**config.mk**
```make
export PLATFORM = sky130hd
export DESIGN_NAME = psmc_mode_control
export DESIGN_NICKNAME = d
export VERILOG_FILES = /design/src/hw/psmc_mode_control.v
export VERILOG_INCLUDE_DIRS = /design/src /design/src/hw
export SDC_FILE = /design/constraint.sdc
export NUM_CORES = 1
export LEC_CHECK = 0
export BUFFER_PORTS_ARGS = -buffer_cell sky130_fd_sc_hd__buf_4
export CORE_AREA = 2 2 127 129
export DETAILED_ROUTE_END_ITERATION = 16
export DIE_AREA = 0 0 129 131
export RECOVER_POWER = 100
export SLEW_MARGIN = 40
export SYNTH_ARGS = -nofsm -noshare
export SYNTH_HDL_FRONTEND = slang
export SYNTH_SLANG_ARGS = --single-unit
export TNS_END_PERCENT = 30
```
**constraint.sdc**
```tcl
create_clock -name i_ref_clk -period 5.43 [get_ports i_ref_clk]
set_clock_uncertainty 0.1 [all_clocks]
set_input_delay 0.2715 -clock i_ref_clk [delete_from_list [all_inputs] [get_ports i_ref_clk]]
set_output_delay 0.2715 -clock i_ref_clk [all_outputs]
set_load 0.01 [all_outputs]
```
**src/hw/psmc_map.vh**
```
`ifndef PSMC_MAP_VH
`define PSMC_MAP_VH

// ************************************************************
// Register offsets (I2C address space)
// ************************************************************
`define PSMC_IO_SETUP_OFS      8'hF5
`define PSMC_MEAS_CTRL_OFS     8'hF4
`define PSMC_STATUS_OFS        8'hF3

// ************************************************************
// Interface-setup field positions
// ************************************************************
`define PSMC_STBY_MSB          7
`define PSMC_STBY_LSB          5
`define PSMC_OUT_TYPE_BIT      2
`define PSMC_WIRE_MODE_BIT     0

// ************************************************************
// Measurement-control field positions
// ************************************************************
`define PSMC_TAVG_MSB          7
`define PSMC_TAVG_LSB          5
`define PSMC_PAVG_MSB          4
`define PSMC_PAVG_LSB          2
`define PSMC_MODE_MSB          1
`define PSMC_MODE_LSB          0

// ************************************************************
// Status field positions
// ************************************************************
`define PSMC_MEASURING_BIT     3
`define PSMC_NVM_BUSY_BIT      0

// ************************************************************
// Reset values and bus addresses
// ************************************************************
`define PSMC_IO_SETUP_RST      8'h00
`define PSMC_MEAS_CTRL_RST     8'h00
`define PSMC_FILTER_RST        3'h0
`define PSMC_I2C_ADDR_LOW      7'h70
`define PSMC_I2C_ADDR_HIGH     7'h56

// ************************************************************
// Timing
// ************************************************************
`define PSMC_CLK_PERIOD_NS     10
`define PSMC_TICK_NS           1000
`define PSMC_TICK_CYCLES       8'h64

`endif

```
**src/hw/psmc_mode_control.v**
```verilog
// What this block does
// - Chip-select high selects I2C port mode
// - Chip-select low selects SPI port mode
// - SPI stays latched until any reset
// - Any reset returns port to I2C
// - I2C address 70h or 56h by pin
// - Wire-mode bit picks 3-wire or 4-wire SPI
// - Sleep, normal, forced modes via control register
// - Sleep mode runs no conversions
// - Registers stay writable and readable in sleep
// - Forced: one measurement, store, back to sleep
// - Normal: measurement and standby alternate forever
// - Standby length from three-bit field
// - Five oversampling pairs 2/1 to 32/4
// - IIR filter off to 32, off at start
// - Interface setup: standby, output type, wire mode
// - Control: temp avg, pressure avg, power mode
// - Status: measuring bit 3, memory bit 0
`timescale 1ns/1ps
`default_nettype none
`include "psmc_map.vh"

module psmc_mode_control #(
	parameter [1:0]  MODE_SLEEP     = 2'h0,
	parameter [1:0]  MODE_FORCED    = 2'h1,
	parameter [1:0]  MODE_NORMAL    = 2'h3,
	parameter [15:0] SAMPLE_TICKS   = 16'h0064,
	parameter [15:0] STBY_BASE_TICKS = 16'h0001,
	parameter [7:0]  TICK_CYCLES    = `PSMC_TICK_CYCLES
) (
	// Clock and reset
	input  wire       i_ref_clk,
	input  wire       i_rst,
	// Device pins
	input  wire       i_async_rst_pin_n,
	input  wire       i_chip_select_pin,
	input  wire       i_addr_select_dout_pin,
	// Register writes from the serial front end
	input  wire       i_io_setup_wr,
	input  wire [7:0] i_io_setup_data,
	input  wire       i_meas_ctrl_wr,
	input  wire [7:0] i_meas_ctrl_data,
	input  wire       i_filter_wr,
	input  wire [2:0] i_filter_data,
	// Calibration memory access in progress
	input  wire       i_nvm_access,
	// Port mode
	output reg        o_spi_mode,
	output reg        o_spi_3wire,
	output reg        o_data_pin_output_type,
	output reg  [6:0] o_i2c_addr,
	// Register images
	output reg  [7:0] o_io_setup_reg,
	output reg  [7:0] o_measurement_control_reg,
	output reg  [7:0] o_status_reg,
	output reg  [2:0] o_filter_coef,
	// Conversion control
	output reg        o_conv_active,
	output reg  [5:0] o_press_samples,
	output reg  [2:0] o_temp_samples,
	output reg        o_result_store
);

	// ************************************************************
	// Oversampling table
	// ************************************************************
	// Pressure samples per setting code, zero means skip
	function [5:0] psmc_press_os;
		input [2:0] code;
		begin
			case (code)
				3'h1: psmc_press_os = 6'h02;
				3'h2: psmc_press_os = 6'h04;
				3'h3: psmc_press_os = 6'h08;
				3'h4: psmc_press_os = 6'h10;
				3'h5: psmc_press_os = 6'h20;
				default: psmc_press_os = 6'h00;
			endcase
		end
	endfunction

	// Temperature samples paired with each setting
	function [2:0] psmc_temp_os;
		input [2:0] code;
		begin
			case (code)
				3'h1, 3'h2, 3'h3: psmc_temp_os = 3'h1;
				3'h4: psmc_temp_os = 3'h2;
				3'h5: psmc_temp_os = 3'h4;
				default: psmc_temp_os = 3'h0;
			endcase
		end
	endfunction

	// ************************************************************
	// Pin synchronisers
	// ************************************************************
	reg  [2:0] cs_sync;
	reg  [2:0] addr_sync;
	reg  [2:0] arst_sync;
	reg        cs_level;
	reg        addr_level;
	reg        arst_level_n;
	wire       any_rst;

	// Three stages; a level counts once stages two and three agree
	always @(posedge i_ref_clk) begin
		if (i_rst) begin
			cs_sync      <= 3'h7;
			addr_sync    <= 3'h0;
			arst_sync    <= 3'h7;
			cs_level     <= 1'b1;
			addr_level   <= 1'b0;
			arst_level_n <= 1'b1;
		end else begin
			cs_sync   <= {cs_sync[1:0], i_chip_select_pin};
			addr_sync <= {addr_sync[1:0], i_addr_select_dout_pin};
			arst_sync <= {arst_sync[1:0], i_async_rst_pin_n};
			if (cs_sync[1] == cs_sync[2])
				cs_level <= cs_sync[2];
			if (addr_sync[1] == addr_sync[2])
				addr_level <= addr_sync[2];
			if (arst_sync[1] == arst_sync[2])
				arst_level_n <= arst_sync[2];
		end
	end

	// The pin reset acts as a second power-on reset
	assign any_rst = i_rst | ~arst_level_n;

	// ************************************************************
	// Port mode selection
	// ************************************************************
	// SPI is sticky: a later high chip select never undoes it
	always @(posedge i_ref_clk) begin
		if (any_rst) begin
			o_spi_mode <= 1'b0;
		end else if (!cs_level) begin
			o_spi_mode <= 1'b1;
		end
	end

	// Address follows the pin only while in I2C mode
	always @(posedge i_ref_clk) begin
		if (any_rst) begin
			o_i2c_addr <= `PSMC_I2C_ADDR_LOW;
		end else if (!o_spi_mode) begin
			o_i2c_addr <= addr_level ? `PSMC_I2C_ADDR_HIGH : `PSMC_I2C_ADDR_LOW;
		end
	end

	// ************************************************************
	// Configuration registers
	// ************************************************************
	reg        mode_wr;
	reg  [1:0] mode_wr_val;
	reg        forced_done;

	// Writes are taken in every power state, sleep included
	always @(posedge i_ref_clk) begin
		if (any_rst) begin
			o_io_setup_reg <= `PSMC_IO_SETUP_RST;
			o_filter_coef  <= `PSMC_FILTER_RST;
		end else begin
			if (i_io_setup_wr)
				o_io_setup_reg <= i_io_setup_data;
			if (i_filter_wr)
				o_filter_coef <= (i_filter_data > 3'h5) ? 3'h0 : i_filter_data;
		end
	end

	// Forced completion rewrites the mode field to sleep
	always @(posedge i_ref_clk) begin
		if (any_rst) begin
			o_measurement_control_reg <= `PSMC_MEAS_CTRL_RST;
		end else if (i_meas_ctrl_wr) begin
			o_measurement_control_reg <= i_meas_ctrl_data;
		end else if (forced_done) begin
			o_measurement_control_reg[`PSMC_MODE_MSB:`PSMC_MODE_LSB] <= MODE_SLEEP;
		end
	end

	// Register the mode write so the sequencer sees it next cycle
	always @(posedge i_ref_clk) begin
		if (any_rst) begin
			mode_wr     <= 1'b0;
			mode_wr_val <= MODE_SLEEP;
		end else begin
			mode_wr     <= i_meas_ctrl_wr;
			mode_wr_val <= i_meas_ctrl_data[`PSMC_MODE_MSB:`PSMC_MODE_LSB];
		end
	end

	// Derived port outputs
	always @(posedge i_ref_clk) begin
		if (any_rst) begin
			o_spi_3wire            <= 1'b0;
			o_data_pin_output_type <= 1'b0;
		end else begin
			o_spi_3wire <= o_spi_mode & o_io_setup_reg[`PSMC_WIRE_MODE_BIT];
			o_data_pin_output_type <= o_io_setup_reg[`PSMC_OUT_TYPE_BIT];
		end
	end

	// ************************************************************
	// Time base
	// ************************************************************
	reg  [7:0] tick_cnt;
	reg        tick;

	// One-cycle enable each microsecond keeps the long timers narrow
	always @(posedge i_ref_clk) begin
		if (any_rst) begin
			tick_cnt <= 8'h00;
			tick     <= 1'b0;
		end else if (tick_cnt == TICK_CYCLES - 8'h01) begin
			tick_cnt <= 8'h00;
			tick     <= 1'b1;
		end else begin
			tick_cnt <= tick_cnt + 8'h01;
			tick     <= 1'b0;
		end
	end

	// ************************************************************
	// Power sequencer
	// ************************************************************
	localparam [1:0] ST_SLEEP   = 2'h0;
	localparam [1:0] ST_MEASURE = 2'h1;
	localparam [1:0] ST_STANDBY = 2'h2;

	reg  [1:0]  state;
	reg  [1:0]  next_state;
	reg         normal_run;
	reg  [23:0] timer;
	reg  [23:0] next_timer;
	reg  [2:0]  pavg;
	reg  [23:0] meas_ticks;
	reg  [23:0] stby_ticks;
	reg         meas_end;

	// Measurement length scales with the total sample count
	always @* begin
		pavg = o_measurement_control_reg[`PSMC_PAVG_MSB:`PSMC_PAVG_LSB];
		meas_ticks = {8'h00, SAMPLE_TICKS} *
			{18'h00000, psmc_press_os(pavg) + {3'h0, psmc_temp_os(pavg)}};
		stby_ticks = {8'h00, STBY_BASE_TICKS} <<
			o_io_setup_reg[`PSMC_STBY_MSB:`PSMC_STBY_LSB];
		meas_end = (state == ST_MEASURE) && tick && (timer == 24'h000000);
	end

	// Next state: a sleep, forced or normal mode write wins over the running timers
	always @* begin
		next_state = state;
		next_timer = timer;
		if (mode_wr && mode_wr_val == MODE_SLEEP) begin
			next_state = ST_SLEEP;
		end else if (mode_wr && (mode_wr_val == MODE_FORCED || mode_wr_val == MODE_NORMAL)) begin
			next_state = ST_MEASURE;
			next_timer = meas_ticks;
		end else begin
			case (state)
				ST_SLEEP: begin
					next_state = ST_SLEEP;
				end
				ST_MEASURE: begin
					if (tick && timer != 24'h000000)
						next_timer = timer - 24'h000001;
					if (meas_end) begin
						next_state = normal_run ? ST_STANDBY : ST_SLEEP;
						next_timer = stby_ticks;
					end
				end
				ST_STANDBY: begin
					if (tick && timer != 24'h000000) begin
						next_timer = timer - 24'h000001;
					end else if (tick) begin
						next_state = ST_MEASURE;
						next_timer = meas_ticks;
					end
				end
				default: begin
					next_state = ST_SLEEP;
				end
			endcase
		end
	end

	// Sequencer registers
	always @(posedge i_ref_clk) begin
		if (any_rst) begin
			state       <= ST_SLEEP;
			timer       <= 24'h000000;
			normal_run  <= 1'b0;
			forced_done <= 1'b0;
		end else begin
			state       <= next_state;
			timer       <= next_timer;
			forced_done <= meas_end && !normal_run && !mode_wr;
			if (mode_wr)
				normal_run <= (mode_wr_val == MODE_NORMAL);
		end
	end

	// ************************************************************
	// Conversion outputs and status
	// ************************************************************
	// Results are only stored; the host fetches them itself
	always @(posedge i_ref_clk) begin
		if (any_rst) begin
			o_conv_active   <= 1'b0;
			o_press_samples <= 6'h00;
			o_temp_samples  <= 3'h0;
			o_result_store  <= 1'b0;
		end else begin
			o_conv_active   <= (next_state == ST_MEASURE);
			o_press_samples <= psmc_press_os(pavg);
			o_temp_samples  <= psmc_temp_os(pavg);
			o_result_store  <= meas_end && !mode_wr;
		end
	end

	// Measuring bit follows the conversion and drops with the store
	always @(posedge i_ref_clk) begin
		if (any_rst) begin
			o_status_reg <= 8'h00;
		end else begin
			o_status_reg <= 8'h00;
			o_status_reg[`PSMC_MEASURING_BIT] <= (next_state == ST_MEASURE);
			o_status_reg[`PSMC_NVM_BUSY_BIT]  <= i_nvm_access;
		end
	end

endmodule
`default_nettype wire

```
Word-level counts from Yosys, hierarchy flattened
Cells that the tools add are included.
{"block": "totals", "ff_bits": 100, "inputBits": 28}
{"block": "op_classes", "add_sub_neg": 3, "mul": 1, "order_cmp": 1, "n_eq_ne": 16, "shift": 1, "mux": 20, "n_bitwise": 4, "reduce_logical": 19}
{"operator": "$mux W24", "count": 5}
{"operator": "$pmux W24 S2", "count": 1}
{"operator": "$pmux W6 S5", "count": 1}
{"operator": "$logic_not A24 Y1", "count": 1}
{"operator": "$reduce_bool A24 Y1", "count": 1}
{"operator": "$shl A1 B3 Y24 const A", "count": 1}
{"operator": "$sub A24 B1 Y24 const B", "count": 1}
{"operator": "$mux W2", "count": 8}
{"operator": "$mul A5 B6 Y11 const A", "count": 1}
{"operator": "$pmux W3 S3", "count": 1}
{"operator": "$add A8 B1 Y8 const B", "count": 1}
{"operator": "$eq A8 B7 Y1 const B", "count": 1}
{"operator": "$logic_and A1 B1 Y1", "count": 8}
{"operator": "$add A6 B3 Y6", "count": 1}
{"operator": "$eq A2 B1 Y1 const B", "count": 3}
{"operator": "$eq A3 B2 Y1 const B", "count": 2}
{"operator": "$eq A3 B3 Y1 const B", "count": 2}
{"operator": "$mux W6", "count": 1}
{"operator": "$eq A2 B2 Y1 const B", "count": 2}
{"operator": "$ne A4 B2 Y1 const B", "count": 1}
{"operator": "$ne A4 B4 Y1 const B", "count": 1}
{"operator": "$pmux W2 S2", "count": 1}
{"operator": "$reduce_and A4 Y1", "count": 1}
{"operator": "$eq A1 B1 Y1", "count": 3}
{"operator": "14 further kinds", "count": 16}

Depth between registers and ports, before layout
Gate-level depths: netlist of run 1.
{"block": "logic_depth", "depth_word": 9, "mapped_depth": 16}

Least setup slack after synthesis of run 1
OpenSTA, ideal clock, no wires.
{"block": "synth_path", "kind": "flip-flop to flip-flop", "startpoint": "register o_measurement_control_reg[3]", "endpoint": "register timer[12]", "arrival_ns": 4.052, "slack_ns": 1.150, "stages_incl_launch_ff": 15, "synth_period_minus_slack_ns": 4.280, "cell_sequence": "dfxtp_1 -> inv_1 -> ha_1 -> or4_1 -> fa_1 -> xor2_1 -> ha_1 -> ha_1 -> ha_1 -> ha_1 -> o21ai_0 -> a21boi_1 -> o311a_1 -> a211oi_1 -> o22ai_1"}
{"block": "synth_between", "elab_chain_cells": 9}
{"item": "start: declaration", "line_no": "psmc_mode_control.v:54", "source": "output reg [7:0] o_measurement_control_reg,"}
{"item": "start signal: assignment", "line_no": "psmc_mode_control.v:175", "source": "o_measurement_control_reg <= `PSMC_MEAS_CTRL_RST;"}
{"item": "start signal: assignment", "line_no": "psmc_mode_control.v:177", "source": "o_measurement_control_reg <= i_meas_ctrl_data;"}
{"item": "$eq A3 B1 Y1 / $eq A3 B2 Y1 (equally long branches)", "line_no": "psmc_mode_control.v:71, psmc_mode_control.v:86"}
{"item": "$reduce_or A3 Y1", "line_no": "psmc_mode_control.v:86", "source": "case (code)"}
{"item": "$pmux W3 S3", "line_no": "psmc_mode_control.v:86"}
{"item": "$add A6 B3 Y6 *", "line_no": "psmc_mode_control.v:246", "source": "{18'h00000, psmc_press_os(pavg) + {3'h0, psmc_temp_os(pavg)}};"}
{"item": "$mul A5 B6 Y11 *", "line_no": "psmc_mode_control.v:245", "source": "meas_ticks = {8'h00, SAMPLE_TICKS} *"}
{"item": "$mux W24", "line_no": "psmc_mode_control.v:277", "source": "end else if (tick) begin"}
{"item": "$mux W24", "line_no": "psmc_mode_control.v:275", "source": "if (tick && timer != 24'h000000) begin"}
{"item": "$pmux W24 S2", "line_no": "psmc_mode_control.v:262", "source": "case (state)"}
{"item": "$mux W24 *", "line_no": "psmc_mode_control.v:258", "source": "end else if (mode_wr && (mode_wr_val == MODE_FORCED || mode_wr_val == MODE_NORMAL)) begin"}
{"item": "end signal: assignment", "line_no": "psmc_mode_control.v:298", "source": "timer <= next_timer;"}
{"item": "end: declaration", "line_no": "psmc_mode_control.v:235", "source": "reg [23:0] timer;"}
Mark *: on every way between the ends. The rest lies on a longest branch, timed or not. The select of a mux whose other input is x is not followed.
A chain may end at the register's enable or synchronous reset.

Final worst setup path of run 1
Ends and elaborated chain as after synthesis.

==> run summary, run 1 <==
Initial Util - 28.4%
Synth Instances - 497
CTS Hold Bufs - 2
clk root buf - clkbuf_16
Yosys reg bits - 86
row count - 46
setup TNS - 0 ns
VDD IR max - 0.184 mV
Top FF cell, synth - dfxtp_1
IO Pins - 76
Worst slew margin - 9.31%
final wirelength - 10400 um
Reg area - 1720 um2
Post-DRT Antenna Nets - 0
total of max-cap violations - 0
DP Wirelength - 7820 um
Finish-stage setup viols - 0
area of the multi-input gates - 2440 um2
Synth async-reset ratio - 0%
Reg-to-Reg Start - o_measurement_control_reg[3]$_SDFFE_PP0P_
worst r2r path cells - 14
GP Congestion - 0.876
total CTS buffers - 9
Core Area - 15600 um2
synth warn - 0
syn avg cell area - 8.90 um2
Power per Cell Area - 285 nW/um2
H-tree depth - 3
CTS tree - yes
critical-path maximum fanout - 9
crit path launch - o_measurement_control_reg[3]$_SDFFE_PP0P_
Post-Place Cells - 755
drt first pass iters - 5
gr ovfl total - 0
Largest Register - timer
Post-CTS Setup Bufs - 0
Layout area overhead - 16.8%
CP required - 5.55 ns
Reg2Reg Capture Point - timer[12]$_SDFFE_PP0P_
P_leak - 0.00209 uW
Crit Path Class - register to register
Slew @ Worst Pin - 1.36 ns
largest net degree at the start of global routing - 30
DR DRC count - 0
Die X - 129 um
startpoint types - register
layout cells sized above 1 - 11.7%
Hold/Removal Path Class - primary input to register
Clock Tree Buf Depth - 2
period utilization - 84.6%
Cell Area, Synth - 4420 um2
vias - 3715
# clock sinks - 86
unrepaired setup endpoints after global routing - false
antenna cells - 0
Fill cells - 1646
die area - 16900 um2
IO Port Bufs - 64
status - completed
first-pass GRT wire length - 17100 um
Chip Height - 131 um
max FFs per register - 24
initial antenna violation count - 0
CTS clock-pin slew for the worst setup and hold paths - 0.07 ns
vias per cell - 4.81
post-route insts no fill - 773
# resized after CTS - 0
Synth cell types - 73
Iter 0 DRT Violations - 232
fin nets - 605
Slew Limit Fails - 0
Min Clock Period, post-route - 4.59 ns
Worst-Skew Late Latency - 0.34 ns
Hold Fails Final Rpt - 0
number of synthesized flops with an enable pin - 0
Setup crit end - timer[12]$_SDFFE_PP0P_
R2R Setup Slk - 0.84 ns
hold_sp - i_addr_select_dout_pin
vias in the first global route - 3504
GRT Total Usage - 12.8%
DR WL/cell - 13.5 um
Max Clock Freq - 218 MHz
WP data arrival - 4.72 ns
post-synthesis sequential area ratio - 38.9%
Setup crit end kind - register
[routing by layer]
metal,up-vias,routed length (um),track usage [%]
met4,0,214,5.95
met1,1756,4710,15.6
met5,-,0,0
li1,1839,-,-
met3,22,403,2.20
met2,98,5080,22.1
[where the power goes]
part / switching, uW / internal (uW) / total [uW] / leakage, uW
logic: 103 / 71.9 / 175 / 0.00124
clock network: 263 / 363 / 625 / 0.000148
registers: 21.7 / 653 / 674 / 0.000701
[layout make-up]
type	count	share of cell area [%]
Clock buffer	9	4.36
Sequential cell	86	33.3
Tap cell	216	5.23
Inverter	14	1.02
Timing Repair Buffer	69	7.22
Multi-Input combinational cell	372	47.3
Clock inverter	7	1.55
[cell families (layout without fill, tap and decap cells)]
logic type / Yosys count / after routing / synth area share (%)
and+or+nand+nor: 217 / 217 / 27.9
other: 2 / 11 / 0.170
adders and majority gates: 25 / 25 / 7.24
buffers and inverters: 48 / 99 / 5.51
muxes: 15 / 15 / 3.39
DFF: 86 / 86 / 38.9
AOI/OAI and AO/OA: 79 / 79 / 11.9
xor gates and xnor gates: 25 / 25 / 4.95
[placed cells by master (no fill, tap or decap), types with 5 or more instances in the layout]
cell type / Yosys / routed
a21oi_1: 29 / 29
conb_1: 2 / 11
nor2b_1: 11 / 11
nor4_1: 6 / 7
nand3_1: 18 / 18
clkbuf_1: 11 / 40
nand2_1: 28 / 28
inv_1: 14 / 14
nand2b_1: 10 / 10
xnor2_1: 15 / 15
ha_1: 24 / 24
xor2_1: 10 / 10
nand4_1: 8 / 8
o21ai_0: 7 / 10
nor3_1: 11 / 11
clkbuf_16: 0 / 9
and3_1: 8 / 8
or2_2: 8 / 8
mux2i_1: 15 / 15
a211oi_1: 5 / 6
nor2_1: 63 / 64
and2_0: 1 / 7
and2_1: 11 / 5
buf_4: 16 / 25
dfxtp_1: 86 / 86
[synthesized netlist by cell type, drive strengths merged (2+ instances only)]
cell type,n,area [um2]
nand4b,2,32.5
nor3b,5,42.5
a211oi,7,62.6
xnor2,15,131
o2111ai,3,26.3
or4,3,30.0
xor2,10,87.6
conb,2,7.51
o31ai,4,30.0
inv,14,52.6
o21bai,2,15.0
nor2,65,254
buf,23,150
nor4,8,71.3
o21ai,11,58.8
nand3,19,100
and3,9,61.3
clkbuf,11,41.3
nand4,8,50.1
nand3b,5,45.0
nor3,16,118
nand2b,10,62.6
ha,24,300
a31oi,4,25.0
o211ai,2,15.0
nand2,28,105
mux2i,15,150
and2,12,75.1
nor2b,11,68.8
o311ai,2,17.5
dfxtp,86,1720
or2,8,50.1
o22ai,3,25.0
a21oi,29,145
or3,3,18.8
[per-stage QoR]
stage | utilization (%) | cell area (um2) | hold slack, ns | worst slack (ns) | total power [uW]
final | 33.1 | 5170 | 0.0457 | 0.837 | 1470
after global placement | 32.3 | 5040 | 0.307 | 1.02 | 877
after CTS | 34.4 | 5370 | 0.0431 | 0.894 | 1510
after detailed placement | 32.3 | 5040 | 0.304 | 0.923 | 880
after floorplan | - | 4460 | 0.243 | 1.15 | 822
after global routing | 33.1 | 5170 | 0.0503 | 0.486 | 1540
[critical path: stages, from the launching register on]
cell      delay, ns
dfxtp_1        0.48
inv_1          0.17
ha_1           0.37
or4_1          0.47
fa_1           0.45
xor2_1         0.31
ha_1           0.30
ha_1           0.30
ha_1           0.30
ha_1           0.32
o21ai_0        0.11
a21boi_0       0.18
o311a_1        0.31
a211oi_1       0.21
o22ai_1        0.10
[how the worst min path moves through the flow]
stage | end | slack (ns) | cells after the start
2_1_floorplan | addr_sync[0]$_SDFF_PP0_ | 0.24 | 1
3_3_place_gp | cs_sync[1]$_SDFF_PP1_ | 0.31 | 1
3_5_place_dp | cs_sync[1]$_SDFF_PP1_ | 0.30 | 1
4_1_cts | addr_sync[0]$_SDFF_PP0_ | 0.04 | 2
5_1_grt | mode_wr_val[1]$_SDFF_PP0_ | 0.05 | 2
6_report | addr_sync[0]$_SDFF_PP0_ | 0.05 | 2
(Power assumes the default switching activity.)
==> run 2: changes to the inputs <==
Clock period 5.43 ns to 4.75 ns, I/O delays scaled along.
==> run summary, run 2 (same netlist as run 1, synthesis figures left out) <==
row count - 46 (unchanged)
DR DRC count - 0 (unchanged)
H-tree depth - 3 (unchanged)
Top Layer Used - met4
CTS tree - yes
GP Congestion - 0.892 (+1.8%)
clk root buf - clkbuf_16
Finish-stage setup viols - 0 (unchanged)
worst r2r path cells - 14 (unchanged)
Die X - 129 um (unchanged)
gr ovfl total - 0 (unchanged)
hold_sp - i_nvm_access
R2R Setup Slk - 0.34 ns (-0.50 ns)
period utilization - 92.8% (+8.3 points)
Total Power - 1680 uW (+14%)
vias per cell - 4.82 (+0.23%)
most common cell after layout, fill and taps aside - dfxtp_1
Reg2Reg Capture Point - timer[12]$_SDFFE_PP0P_
DP Wirelength - 7760 um (-0.78%)
slowest CP cell - fa_1
Setup crit end kind - register
drt first pass iters - 5 (unchanged)
vias in the first global route - 3624 (+3.4%)
Layout area overhead - 17.3%
Clock Tree Buf Depth - 2 (unchanged)
largest net degree at the start of global routing - 26 (-13%)
status - completed
post-route insts no fill - 775 (+0.26%)
Post-Place Cells - 757 (+0.26%)
Power per Cell Area - 324 nW/um2 (+14%)
critical-path maximum fanout - 9 (unchanged)
die area - 16900 um2 (unchanged)
Worst-Skew Late Latency - 0.35 ns (about the same)
vias - 3733 (+0.48%)
startpoint types - register
Worst slew margin - 8.17% (-1.1 points)
antenna cells - 0 (unchanged)
CP required - 4.87 ns (-0.68 ns)
first-pass GRT wire length - 17600 um (+2.8%)
setup TNS - 0 ns (unchanged)
worst hold stages - 2 (unchanged)
total CTS buffers - 9 (unchanged)
VDD IR max - 0.207 mV (+13%)
met2 wire length - 5030 um (-0.96%)
Min Clock Period, post-route - 4.41 ns (-0.183 ns)
Initial Util - 28.4% (unchanged)
initial antenna violation count - 0 (unchanged)
DR WL/cell - 13.5 um (+0.47%)
# clock sinks - 86 (unchanged)
CTS clock-pin slew for the worst setup and hold paths - 0.06 ns (about the same)
most frequent cells in the layout - 85 x dfxtp_1, 64 x nor2_1, 40 x clkbuf_1
Hold/Removal Path Class - primary input to register
IO Pins - 76 (unchanged)
fin nets - 607 (+0.33%)
Hold Fails Final Rpt - 0 (unchanged)
Slew @ Worst Pin - 1.36 ns (+0.00271 ns)
P_leak - 0.00211 uW (+0.82%)
Max Clock Freq - 227 MHz (+4.1%)
buffers and inverters on the worst path - 1 (unchanged)
IO Port Bufs - 64 (unchanged)
Crit Path Class - register to register
worst min-delay path endpoint - o_status_reg[0]$_SDFF_PP0_
GRT Total Usage - 13.1% (+0.29 points)
CP Cell Sequence - inv_1 > ha_1 > or4_1 > fa_1 > xor2_2 > ha_1 > ha_1 > ha_1 > ha_1 > o21ai_0 > a21boi_1 > o311a_1 > a211oi_1 > o22ai_1
most used cell along the critical path - ha_1
CP peak stage delay - 0.48 ns (about the same)
max FFs per register - 24 (unchanged)
layout cells sized above 1 - 12.3% (+0.67 points)
WP data arrival - 4.53 ns (-0.19 ns)
total of max-cap violations - 0 (unchanged)
CP top delay family - adder cells
Iter 0 DRT Violations - 217 (-6.5%)
unrepaired setup endpoints after global routing - false
WL met1 - 4680 um (-0.59%)
Largest Register - timer
DR WL met3 - 511 um (+27%)
Chip Height - 131 um (unchanged)
Reg-to-Reg Start - o_measurement_control_reg[3]$_SDFFE_PP0P_
Post-DRT Antenna Nets - 0 (unchanged)
Slew Limit Fails - 0 (unchanged)
final wirelength - 10500 um (+0.73%)
Core Area - 15600 um2 (unchanged)
[run 2: routing by layer]
metal / up-vias / GRT usage [%]
met1: 1764 / 16.3
met4: 0 / 7.16
met5: - / 0
met2: 107 / 21.4
li1: 1844 / -
met3: 18 / 2.65
[run 2: how the worst max path moves through the flow]
stage,startpoint,to,slack [ns],cells past startpoint
3_5_place_dp,o_measurement_control_reg[3]$_SDFFE_PP0P_,timer[12]$_SDFFE_PP0P_,0.23,14
4_1_cts,o_measurement_control_reg[3]$_SDFFE_PP0P_,timer[12]$_SDFFE_PP0P_,0.23,14
6_report,o_measurement_control_reg[3]$_SDFFE_PP0P_,timer[12]$_SDFFE_PP0P_,0.34,14
3_3_place_gp,o_measurement_control_reg[3]$_SDFFE_PP0P_,timer[12]$_SDFFE_PP0P_,0.35,14
2_1_floorplan,o_measurement_control_reg[3]$_SDFFE_PP0P_,timer[12]$_SDFFE_PP0P_,0.47,14
5_1_grt,o_measurement_control_reg[3]$_SDFFE_PP0P_,timer[12]$_SDFFE_PP0P_,0.07,14
[run 2: cell type report]
cell class                      count  area (um2)
Clock inverter                      5        56.3
Multi-Input combinational cell    372        2450
Fill cell                        1663       10400
Sequential cell                    86        1720
Inverter                           14        52.6
Timing Repair Buffer               71         392
Clock buffer                       11         243
Tap cell                          216         270
[run 2: worst reg2reg max path, delay by kind of cell, from the launching register on]
family | cells | cell delay [ns]
AO/OA/AOI/OAI | 5 | 0.90
adder cells (fa/ha/maj) | 6 | 2.07
XOR/XNOR | 1 | 0.21
buffers and inverters | 1 | 0.12
AND/OR/NAND/NOR | 1 | 0.47
flip-flops | 1 | 0.41
[run 2: repair_timing]
action | CTS | global route
hold buffers | 2 | 0
hold endpoints to repair | 2 | 0
gates resized for setup | 0 | 2
setup endpoints to repair | 0 | 2
setup buffers | 0 | 0
[run 2: through the flow]
stage	utilization, %	worst slack, ns	hold slack (ns)	area (um2)
after floorplan	-	0.470	0.209	4460
after global placement	32.4	0.349	0.307	5050
after detailed placement	32.4	0.230	0.304	5050
after CTS	34.5	0.225	0.000879	5370
after global routing	33.3	0.0668	0.0258	5190
final	33.3	0.340	0.0137	5190
[run 2: power by group]
| part | leakage, uW | switching [uW] | total [uW] | internal [uW] |
|---|---|---|---|---|
| sequential | 0.000702 | 22.8 | 769 | 746 |
| combinational | 0.00126 | 120 | 204 | 84.0 |
| clock | 0.000146 | 286 | 707 | 422 |
